### src/sraux_pkg.sv
// sraux_pkg: shared constants of the sensor result and auxiliary data bank
`default_nettype none

package sraux_pkg;

	localparam int         AXES            = 6;
	localparam int         SLAVES          = 4;
	localparam int         AUX_BYTES       = 24;
	localparam int         SLV_LEN_W       = 4;
	localparam int         DLY_CNT_W       = 5;
	localparam int         SLV_EN_BIT      = 7;
	localparam int         MST_RST_BIT     = 0;
	localparam int         RATE_SENS_FS0   = 131;

	// register indices; byte address is four times the index
	localparam logic [6:0] IDX_SENS_BASE   = 7'h3D;
	localparam logic [6:0] IDX_TEMP_HIGH   = 7'h41;
	localparam logic [6:0] IDX_TEMP_LOW    = 7'h42;
	localparam logic [6:0] IDX_RATE_X_HIGH = 7'h43;
	localparam logic [6:0] IDX_RATE_Z_LOW  = 7'h48;
	localparam logic [6:0] IDX_AUX_FIRST   = 7'h49;
	localparam logic [6:0] IDX_AUX_LAST    = 7'h60;
	localparam logic [6:0] IDX_SLV_CTRL0   = 7'h70;
	localparam logic [6:0] IDX_DLY_EN      = 7'h74;
	localparam logic [6:0] IDX_DLY_CNT     = 7'h75;
	localparam logic [6:0] IDX_MST_RST     = 7'h76;
	localparam logic [6:0] IDX_SENS_EN     = 7'h77;
	localparam logic [6:0] IDX_STATUS      = 7'h78;

	localparam logic [7:0] RST_BYTE        = 8'h00;
	localparam logic [2:0] RST_SENS_EN     = 3'h7;

	typedef enum logic [2:0] {
		SEQ_IDLE  = 3'b001,
		SEQ_ISSUE = 3'b010,
		SEQ_WAIT  = 3'b100
	} sraux_seq_t;

endpackage

`default_nettype wire

### src/sraux_mem.sv
// sraux_mem: aux data byte store with registered read port
`default_nettype none

module sraux_mem #(
	parameter int DEPTH = 24,
	parameter int AW    = 5
) (
	input  wire logic          clk_sys_in,
	input  wire logic          rst_n_in,
	input  wire logic          we_in,
	input  wire logic [AW-1:0] waddr_in,
	input  wire logic [7:0]    wdata_in,
	input  wire logic [AW-1:0] raddr_in,
	output logic      [7:0]    rdata_out
);

	logic [7:0] mem_q [DEPTH];

	// only reset clears bytes; a shrinking allocation leaves them alone
	always_ff @(posedge clk_sys_in) begin
		if (!rst_n_in) begin
			for (int i = 0; i < DEPTH; i++) begin
				mem_q[i] <= 8'h00;
			end
		end else if (we_in && (int'(waddr_in) < DEPTH)) begin
			mem_q[waddr_in] <= wdata_in;
		end
	end

	always_ff @(posedge clk_sys_in) begin
		if (!rst_n_in) begin
			rdata_out <= 8'h00;
		end else if (int'(raddr_in) < DEPTH) begin
			rdata_out <= mem_q[raddr_in];
		end else begin
			rdata_out <= 8'h00;
		end
	end

endmodule

`default_nettype wire

### src/sraux_bank.sv
// sraux_bank: sensor result registers and aux data store behind wishbone
`default_nettype none

module sraux_bank #(
	parameter int AUX_BYTES = sraux_pkg::AUX_BYTES
) (
	input  wire logic        clk_sys_in,
	input  wire logic        rst_n_in,
	input  wire logic        wb_cyc_in,
	input  wire logic        wb_stb_in,
	input  wire logic        wb_we_in,
	input  wire logic [8:0]  wb_adr_in,
	input  wire logic [3:0]  wb_sel_in,
	input  wire logic [31:0] wb_dat_in,
	output logic      [31:0] wb_dat_out,
	output logic             wb_ack_out,
	input  wire logic        sample_strobe_in,
	input  wire logic [15:0] lin_y_in,
	input  wire logic [15:0] lin_z_in,
	input  wire logic [15:0] temp_in,
	input  wire logic [15:0] rate_x_in,
	input  wire logic [15:0] rate_y_in,
	input  wire logic [15:0] rate_z_in,
	output logic             aux_req_valid_out,
	input  wire logic        aux_req_ready_in,
	output logic      [1:0]  aux_req_slave_out,
	output logic      [3:0]  aux_req_len_out,
	input  wire logic        aux_byte_valid_in,
	input  wire logic [3:0]  aux_byte_idx_in,
	input  wire logic [7:0]  aux_byte_in,
	input  wire logic        aux_done_in,
	input  wire logic        aux_nack_in,
	output logic             aux_master_reset_out
);

	localparam int AXES   = sraux_pkg::AXES;
	localparam int SLAVES = sraux_pkg::SLAVES;

	////////////////////////////////////////////////////////////////////////
	// bus decode

	logic        ack_q;
	logic        req_w;
	logic        wr_w;
	logic        rd_w;
	logic [6:0]  idx_w;
	logic [7:0]  dat_q;
	logic        aux_sel_q;
	logic [7:0]  rd_byte_w;
	logic [7:0]  mem_rd_w;
	logic        is_aux_w;

	assign req_w = wb_cyc_in && wb_stb_in && !ack_q;
	assign idx_w = wb_adr_in[8:2];
	assign wr_w  = wb_cyc_in && wb_stb_in && ack_q && wb_we_in && wb_sel_in[0];
	assign rd_w  = req_w && !wb_we_in;
	assign is_aux_w = (idx_w >= sraux_pkg::IDX_AUX_FIRST) &&
		(idx_w <= sraux_pkg::IDX_AUX_LAST);

	// every access, mapped or not, is acked one cycle after it is seen
	always_ff @(posedge clk_sys_in) begin
		if (!rst_n_in) begin
			ack_q <= 1'b0;
		end else begin
			ack_q <= req_w;
		end
	end

	always_ff @(posedge clk_sys_in) begin
		if (!rst_n_in) begin
			dat_q     <= sraux_pkg::RST_BYTE;
			aux_sel_q <= 1'b0;
		end else if (rd_w) begin
			dat_q     <= rd_byte_w;
			aux_sel_q <= is_aux_w;
		end
	end

	assign wb_ack_out = ack_q;
	assign wb_dat_out = {24'h000000, aux_sel_q ? mem_rd_w : dat_q};

	////////////////////////////////////////////////////////////////////////
	// control registers

	logic [7:0]           slv_ctrl_q [SLAVES];
	logic [SLAVES-1:0]    dly_en_q;
	logic [4:0]           dly_cnt_q;
	logic [2:0]           sens_en_q;
	logic                 mst_rst_q;
	logic [SLAVES-1:0]    en_w;
	logic [3:0]           len_w [SLAVES];

	always_ff @(posedge clk_sys_in) begin
		if (!rst_n_in) begin
			for (int s = 0; s < SLAVES; s++) begin
				slv_ctrl_q[s] <= sraux_pkg::RST_BYTE;
			end
			dly_en_q  <= 4'h0;
			dly_cnt_q <= 5'h00;
			sens_en_q <= sraux_pkg::RST_SENS_EN;
		end else if (wr_w) begin
			for (int s = 0; s < SLAVES; s++) begin
				if (idx_w == 7'(int'(sraux_pkg::IDX_SLV_CTRL0) + s)) begin
					slv_ctrl_q[s] <= wb_dat_in[7:0];
				end
			end
			if (idx_w == sraux_pkg::IDX_DLY_EN) begin
				dly_en_q <= wb_dat_in[SLAVES-1:0];
			end
			if (idx_w == sraux_pkg::IDX_DLY_CNT) begin
				dly_cnt_q <= wb_dat_in[4:0];
			end
			if (idx_w == sraux_pkg::IDX_SENS_EN) begin
				sens_en_q <= wb_dat_in[2:0];
			end
		end
	end

	// write-one pulse, gone after one clock
	always_ff @(posedge clk_sys_in) begin
		if (!rst_n_in) begin
			mst_rst_q <= 1'b0;
		end else begin
			mst_rst_q <= wr_w && (idx_w == sraux_pkg::IDX_MST_RST) &&
				wb_dat_in[sraux_pkg::MST_RST_BIT];
		end
	end

	assign aux_master_reset_out = mst_rst_q;

	for (genvar s = 0; s < SLAVES; s++) begin : g_ctl
		assign en_w[s]  = slv_ctrl_q[s][sraux_pkg::SLV_EN_BIT];
		assign len_w[s] = slv_ctrl_q[s][3:0];
	end

	////////////////////////////////////////////////////////////////////////
	// sensor results

	logic [15:0]     samp_w [AXES];
	logic [15:0]     sens_q [AXES];
	logic [7:0]      shadow_q [AXES];
	logic            shadow_ok_q [AXES];
	logic [AXES-1:0] axis_en_w;

	assign samp_w[0] = lin_y_in;
	assign samp_w[1] = lin_z_in;
	assign samp_w[2] = temp_in;
	assign samp_w[3] = rate_x_in;
	assign samp_w[4] = rate_y_in;
	assign samp_w[5] = rate_z_in;
	assign axis_en_w = {{3{sens_en_q[2]}}, sens_en_q[1], {2{sens_en_q[0]}}};

	for (genvar k = 0; k < AXES; k++) begin : g_axis
		localparam logic [6:0] HI = 7'(int'(sraux_pkg::IDX_SENS_BASE) + 2 * k);

		always_ff @(posedge clk_sys_in) begin
			if (!rst_n_in || !axis_en_w[k]) begin
				sens_q[k] <= 16'h0000;
			end else if (sample_strobe_in) begin
				sens_q[k] <= samp_w[k];
			end
		end

		// a high read freezes the matching low byte so a burst sees one sample
		always_ff @(posedge clk_sys_in) begin
			if (!rst_n_in) begin
				shadow_q[k]    <= sraux_pkg::RST_BYTE;
				shadow_ok_q[k] <= 1'b0;
			end else if (rd_w && (idx_w == HI)) begin
				shadow_q[k]    <= sens_q[k][7:0];
				shadow_ok_q[k] <= 1'b1;
			end else if (rd_w && (idx_w == HI + 7'h01)) begin
				shadow_ok_q[k] <= 1'b0;
			end
		end
	end

	////////////////////////////////////////////////////////////////////////
	// allocation of aux bytes

	logic [6:0]        start_q [SLAVES];
	logic [3:0]        alen_q [SLAVES];
	logic [SLAVES-1:0] alloc_q;
	logic [SLAVES-1:0] failed_q;
	logic              stale_q;
	logic [6:0]        top_q;
	logic [6:0]        pre_w [SLAVES];
	logic [6:0]        pre_top_w;
	logic              new_any_w;
	logic [1:0]        new_w;

	always_comb begin
		logic [6:0] acc;
		acc       = 7'h00;
		new_any_w = 1'b0;
		new_w     = 2'h0;
		for (int s = 0; s < SLAVES; s++) begin
			pre_w[s] = acc;
			if (en_w[s]) begin
				acc = acc + 7'(len_w[s]);
			end
		end
		pre_top_w = acc;
		for (int s = SLAVES - 1; s >= 0; s--) begin
			if (en_w[s] && !alloc_q[s]) begin
				new_any_w = 1'b1;
				new_w     = 2'(s);
			end
		end
	end

	always_ff @(posedge clk_sys_in) begin
		if (!rst_n_in) begin
			for (int s = 0; s < SLAVES; s++) begin
				start_q[s] <= 7'h00;
				alen_q[s]  <= 4'h0;
			end
			alloc_q <= 4'h0;
			stale_q <= 1'b1;
			top_q   <= 7'h00;
		end else if (mst_rst_q || (en_w == 4'h0)) begin
			alloc_q <= 4'h0;
			stale_q <= 1'b1;
			top_q   <= 7'h00;
		end else if (stale_q) begin
			for (int s = 0; s < SLAVES; s++) begin
				start_q[s] <= pre_w[s];
				alen_q[s]  <= len_w[s];
			end
			alloc_q <= en_w;
			top_q   <= pre_top_w;
			stale_q <= 1'b0;
		end else if (new_any_w) begin
			// a late enable is appended; owned slots never move
			start_q[new_w] <= top_q;
			alen_q[new_w]  <= len_w[new_w];
			alloc_q[new_w] <= 1'b1;
			top_q          <= top_q + 7'(len_w[new_w]);
		end
	end

	////////////////////////////////////////////////////////////////////////
	// per-sample slave sequencing

	sraux_pkg::sraux_seq_t seq_q;
	logic [SLAVES-1:0] pend_q;
	logic [SLAVES-1:0] due_w;
	logic [SLAVES-1:0] clr_w;
	logic [4:0]        dly_phase_q;
	logic [1:0]        low_w;
	logic [1:0]        cur_q;
	logic [3:0]        cur_len_q;
	logic [6:0]        mem_addr_w;
	logic              mem_we_w;

	always_ff @(posedge clk_sys_in) begin
		if (!rst_n_in || mst_rst_q) begin
			dly_phase_q <= 5'h00;
		end else if (sample_strobe_in) begin
			dly_phase_q <= (dly_phase_q >= dly_cnt_q) ? 5'h00 : dly_phase_q + 5'h01;
		end
	end

	for (genvar s = 0; s < SLAVES; s++) begin : g_due
		assign due_w[s] = en_w[s] && (len_w[s] != 4'h0) && alloc_q[s] &&
			!failed_q[s] && (!dly_en_q[s] || (dly_phase_q == 5'h00));
	end

	always_comb begin
		low_w = 2'h0;
		for (int s = SLAVES - 1; s >= 0; s--) begin
			if (pend_q[s]) begin
				low_w = 2'(s);
			end
		end
	end

	assign clr_w = (seq_q == sraux_pkg::SEQ_WAIT && (aux_done_in || aux_nack_in)) ?
		(4'h1 << cur_q) : 4'h0;

	// a new sample's request wins over a finishing slave's clear
	always_ff @(posedge clk_sys_in) begin
		if (!rst_n_in || mst_rst_q) begin
			pend_q <= 4'h0;
		end else begin
			pend_q <= (pend_q & ~clr_w) | (sample_strobe_in ? due_w : 4'h0);
		end
	end

	always_ff @(posedge clk_sys_in) begin
		if (!rst_n_in || mst_rst_q) begin
			failed_q <= 4'h0;
		end else if (seq_q == sraux_pkg::SEQ_WAIT && aux_nack_in) begin
			failed_q[cur_q] <= 1'b1;
		end
	end

	always_ff @(posedge clk_sys_in) begin
		if (!rst_n_in || mst_rst_q) begin
			seq_q     <= sraux_pkg::SEQ_IDLE;
			cur_q     <= 2'h0;
			cur_len_q <= 4'h0;
		end else begin
			unique case (seq_q)
				sraux_pkg::SEQ_IDLE: begin
					if (pend_q != 4'h0) begin
						cur_q     <= low_w;
						cur_len_q <= alen_q[low_w];
						seq_q     <= sraux_pkg::SEQ_ISSUE;
					end
				end
				sraux_pkg::SEQ_ISSUE: begin
					if (aux_req_ready_in) begin
						seq_q <= sraux_pkg::SEQ_WAIT;
					end
				end
				sraux_pkg::SEQ_WAIT: begin
					if (aux_done_in || aux_nack_in) begin
						seq_q <= sraux_pkg::SEQ_IDLE;
					end
				end
				default: begin
					seq_q <= sraux_pkg::SEQ_IDLE;
				end
			endcase
		end
	end

	assign aux_req_valid_out = (seq_q == sraux_pkg::SEQ_ISSUE);
	assign aux_req_slave_out = cur_q;
	assign aux_req_len_out   = cur_len_q;

	// only slaves 0..3 land here, excess bytes are simply not written
	assign mem_addr_w = start_q[cur_q] + 7'(aux_byte_idx_in);
	assign mem_we_w   = (seq_q == sraux_pkg::SEQ_WAIT) && aux_byte_valid_in &&
		(aux_byte_idx_in < alen_q[cur_q]) && (int'(mem_addr_w) < AUX_BYTES);

	sraux_mem #(
		.DEPTH (AUX_BYTES),
		.AW    (5)
	) u_mem (
		.clk_sys_in (clk_sys_in),
		.rst_n_in   (rst_n_in),
		.we_in      (mem_we_w),
		.waddr_in   (mem_addr_w[4:0]),
		.wdata_in   (aux_byte_in),
		.raddr_in   (5'(idx_w - sraux_pkg::IDX_AUX_FIRST)),
		.rdata_out  (mem_rd_w)
	);

	////////////////////////////////////////////////////////////////////////
	// read mux

	always_comb begin
		rd_byte_w = 8'h00;
		for (int k = 0; k < AXES; k++) begin
			if (idx_w == 7'(int'(sraux_pkg::IDX_SENS_BASE) + 2 * k)) begin
				rd_byte_w = axis_en_w[k] ? sens_q[k][15:8] : 8'h00;
			end
			if (idx_w == 7'(int'(sraux_pkg::IDX_SENS_BASE) + 2 * k + 1)) begin
				rd_byte_w = !axis_en_w[k] ? 8'h00 :
					(shadow_ok_q[k] ? shadow_q[k] : sens_q[k][7:0]);
			end
		end
		for (int s = 0; s < SLAVES; s++) begin
			if (idx_w == 7'(int'(sraux_pkg::IDX_SLV_CTRL0) + s)) begin
				rd_byte_w = {en_w[s], 3'h0, len_w[s]};
			end
		end
		if (idx_w == sraux_pkg::IDX_DLY_EN) begin
			rd_byte_w = {4'h0, dly_en_q};
		end
		if (idx_w == sraux_pkg::IDX_DLY_CNT) begin
			rd_byte_w = {3'h0, dly_cnt_q};
		end
		if (idx_w == sraux_pkg::IDX_SENS_EN) begin
			rd_byte_w = {5'h00, sens_en_q};
		end
		if (idx_w == sraux_pkg::IDX_STATUS) begin
			rd_byte_w = {alloc_q, failed_q};
		end
	end
endmodule

`default_nettype wire

### config.mk
export PLATFORM = sky130hd
export DESIGN_NAME = sraux_bank
export DESIGN_NICKNAME = d
export VERILOG_FILES = /design/src/sraux_pkg.sv /design/src/sraux_mem.sv /design/src/sraux_bank.sv
export SDC_FILE = /design/constraint.sdc
export NUM_CORES = 1
export LEC_CHECK = 0
export BUFFER_PORTS_ARGS = -buffer_cell sky130_fd_sc_hd__buf_4
export CORE_MARGIN = 1.5
export CORE_UTILIZATION = 54
export DETAILED_ROUTE_END_ITERATION = 8
export PLACE_DENSITY = 0.76
export SLEW_MARGIN = 10
export SYNTH_ARGS = -nofsm -noshare
export SYNTH_HDL_FRONTEND = slang
export SYNTH_SLANG_ARGS = --single-unit
### constraint.sdc
create_clock -name clk_sys_in -period 4.13 [get_ports clk_sys_in]
set_input_delay 0.413 -clock clk_sys_in [delete_from_list [all_inputs] [get_ports clk_sys_in]]
set_output_delay 0.413 -clock clk_sys_in [all_outputs]
set_load 0.02 [all_outputs]
==> summary.txt <==
Timing
  • Setup TNS: 0 ns
  • Fin Hold WS: 0.0786 ns
  • Fin. Hold Viols: 0
  • Slew Limit Fails: 0
  • RSZ-0062 raised after global routing: yes
  • Worst-Margin Slew: 1.10 ns
  • # setup viols final: 0
  • Min cycle time layout: 3.99 ns
  • Max_slew headroom: 0.263
  • Max Freq: 251 MHz
  • Clock Skew: 0.0361 ns
  • Final period utilization: 0.965

Clock network
  • Post-CTS resize count: 0
  • Cts hold-fix bufs: 0
  • CTS root buf: clkbuf_16
  • CTS tree: yes
  • Clk sinks: 473
  • Max H-tree Level: 2
  • Clock Latency Late Sink: 0.62 ns
  • Worst-path clk slew: 0.06 ns
  • Number of setup buffers added after CTS: 0
  • Maximum clock insertion buffer count: 3
  • CTS buffer count: 49

Cells and area
  • Register Area: 13500 um^2
  • Layout overhead on the synthesized area: 15.8%
  • Design Area, Final: 27400 um^2
  • Multi-input gate area: 9400 um^2
  • N_diodes: 0
  • NumNets Final: 2396
  • Share of cells above drive strength 1: 0.202
  • Fill cells: 3296

Global route
  • Routing usage on met3: 0.0619
  • Vias in the first global route: 16.7k
  • Met1 Usage GRT: 0.401
  • Met2 GRT Util: 0.445
  • Overall Global Routing Usage: 0.285
  • Total congestion overflow: 0
  • Initial antenna violation count: 2
  • Largest net degree at the start of global routing: 50
  • Layer carrying the most global-route usage: met2
  • First-pass GRT wire length: 96.7 mm

Yosys
  • Sequential cell area fraction in the yosys report: 0.572
  • Post-synth top area share: 0.515
  • Most used DFF post-synth: edfxtp_1
  • Most frequent cells after synthesis: 405 x edfxtp_1, 294 x nor2_1, 156 x nand2_1
  • Synth cell types: 78
  • Syn Inst Count: 2022
  • Ys Warns: 0
  • Flops & latches, synth: 473
  • Largest cells by area after synthesis: edfxtp_1 51%, mux4_2 6.0%, dfxtp_1 5.8%
  • Synthesized area per cell: 11.7 um^2
  • Most frequent cell after synthesis: edfxtp_1
  • Ys async rst share: 0
  • Cell Area, Synth: 23600 um^2
  • Biggest area consumer among synthesized cells: edfxtp_1
  • Post-synth EDFFs: 405

Power
  • Pwr Density: 422 nW/um^2
  • Worst IR drop on VDD: 0.387 mV
  • Pleak: 10.4 nW

Routing
  • Drt wl/cell: 22.5 um
  • Antenna-violating nets left: 0
  • Iter 0 DRT Violations: 2106
  • Total Wirelength: 63.5 mm
  • DR vias: 17.2k
  • Drt drc: 0
  • TritonRoute pass-1 iters: 6
  • Vias per cell: 6.11

Floorplan
  • # rows: 76
  • Die X: 212 um
  • Die Ht: 212 um
  • Die area: 45000 um^2
  • # IOs: 204
  • Core ar.: 43200 um^2
  • Starting density of the core: 0.548

Placement
  • Placed cell areas: 25600 um^2
  • Dpl hpwl: 44.8 mm
  • PortBufs: 148
  • Placer Congestion: 0.949

Worst setup path
  • CP endpoint kind: register
  • Critical path arrival: 4.30 ns
  • WS Path Type: register to register
  • CP Data Required Time: 4.45 ns
  • Worst setup SP type: register
  • Crit-path max FO: 21

Run status
  • Status: finished clean

Min path
  • Min-delay src: lin_z_in[4]
  • Hold crit path type: input port to register

Run
  • Max Cap Viol: 0
[per-layer routing]
layer  vias to the layer above  wire [um]
met5                         -         27
met4                         4       1780
met3                       132       7240
met2                       995      29300
met1                      8352      25100
li1                       7747          -
[registers in the layout, summed over array words and instances (netlist names), 5 cells and up, named ones only]
| name | flops |
|---|---|
| u_mem.mem_q | 192 |
| dly_cnt_q | 5 |
| dly_phase_q | 5 |
| shadow_ok_q | 6 |
| dat_q | 8 |
| start_q | 28 |
| u_mem.rdata_out | 8 |
| slv_ctrl_q | 20 |
| alen_q | 16 |
| sens_q | 96 |
| shadow_q | 48 |
| top_q | 7 |
[through the flow]
| stage | setup WS, ns | total power [W] | cells | util |
|---|---|---|---|---|
| final | 0.144 | 0.0116 | 2818 | 0.634 |
| after global routing | -0.0327 | 0.0118 | 2818 | 0.634 |
| after CTS | 0.138 | 0.0116 | 2818 | 0.634 |
| after detailed placement | 0.164 | 0.00675 | 2727 | 0.592 |
| after global placement | 0.307 | 0.00671 | 2727 | 0.592 |
| after floorplan | 0.155 | 0.00627 | 2045 | - |
[placed cells by master (no fill, tap or decap), types with 7 or more instances in the layout]
| master | instances |
|---|---|
| o22ai_1 | 11 |
| ha_1 | 34 |
| buf_4 | 237 |
| clkinv_2 | 9 |
| mux2_2 | 43 |
| nor2_1 | 294 |
| dfxtp_1 | 68 |
| a221oi_1 | 12 |
| a31oi_1 | 15 |
| nand4b_1 | 8 |
| conb_1 | 24 |
| nand2_1 | 153 |
| a22o_1 | 25 |
| inv_1 | 33 |
| xnor2_1 | 9 |
| mux4_2 | 63 |
| a21oi_1 | 77 |
| a32oi_1 | 9 |
| a21o_1 | 15 |
| clkbuf_16 | 50 |
| a21boi_0 | 12 |
| nor2b_1 | 19 |
| bufinv_16 | 10 |
| o21ai_0 | 94 |
| o211ai_1 | 10 |
| nor4_1 | 7 |
| edfxtp_1 | 405 |
| and3_1 | 48 |
| xor2_1 | 11 |
| nor3_1 | 27 |
| nand2b_1 | 15 |
| a211oi_1 | 16 |
| nand3_1 | 48 |
| and2_1 | 153 |
| mux2i_1 | 41 |
[layout make-up]
| class | count | area share |
|---|---|---|
| Timing Repair Buffer | 238 | 0.0657 |
| Sequential cell | 473 | 0.494 |
| Multi-Input combinational cell | 1397 | 0.343 |
| Inverter | 34 | 0.00466 |
| Tap cell | 585 | 0.0267 |
| Clock buffer | 58 | 0.0479 |
| Clock inverter | 33 | 0.0175 |
[final timing paths]
check	depth (start not counted)	slack, ns	end
worst max-delay path	11	0.14	u_mem.mem_q[2][4]
worst min-delay path	2	0.08	sens_q[1][4]
worst max register to register	11	0.14	u_mem.mem_q[2][4]
worst min register to register	2	0.48	dly_cnt_q[1]
[where the power goes]
group	leakage [nW]	total (W)	internal, W	switching [W]
Combinational	4.68	0.00118	0.000462	0.000714
Sequential	4.84	0.00550	0.00539	0.000112
Clock	0.871	0.00488	0.00293	0.00195
Total	10.4	0.0116	0.00878	0.00278
[worst max-delay path: stages, from the launching register on]
cell and delay, ns:
dfxtp_1 0.38, buf_4 0.21, mux4_2 0.56, fa_1 0.48
a21o_1 0.21, a21oi_1 0.26, a211oi_1 0.11, o22a_1 0.27
nand2b_1 0.20, nand2b_2 0.45, o21ai_0 0.34, buf_4 0.24
[logic make-up after synthesis]
group                      count (synthesis)  synth area share
and+or+nand+nor                          818             0.168
DFF                                      473             0.572
AOI/OAI and AO/OA                        345            0.0945
buffers and inverters                    175            0.0356
muxes                                    148            0.0983
adders and majority gates                 40            0.0228
xor gates and xnor gates                  22           0.00815
other                                      1          0.000159
Power figures use the tool's default switching activity.
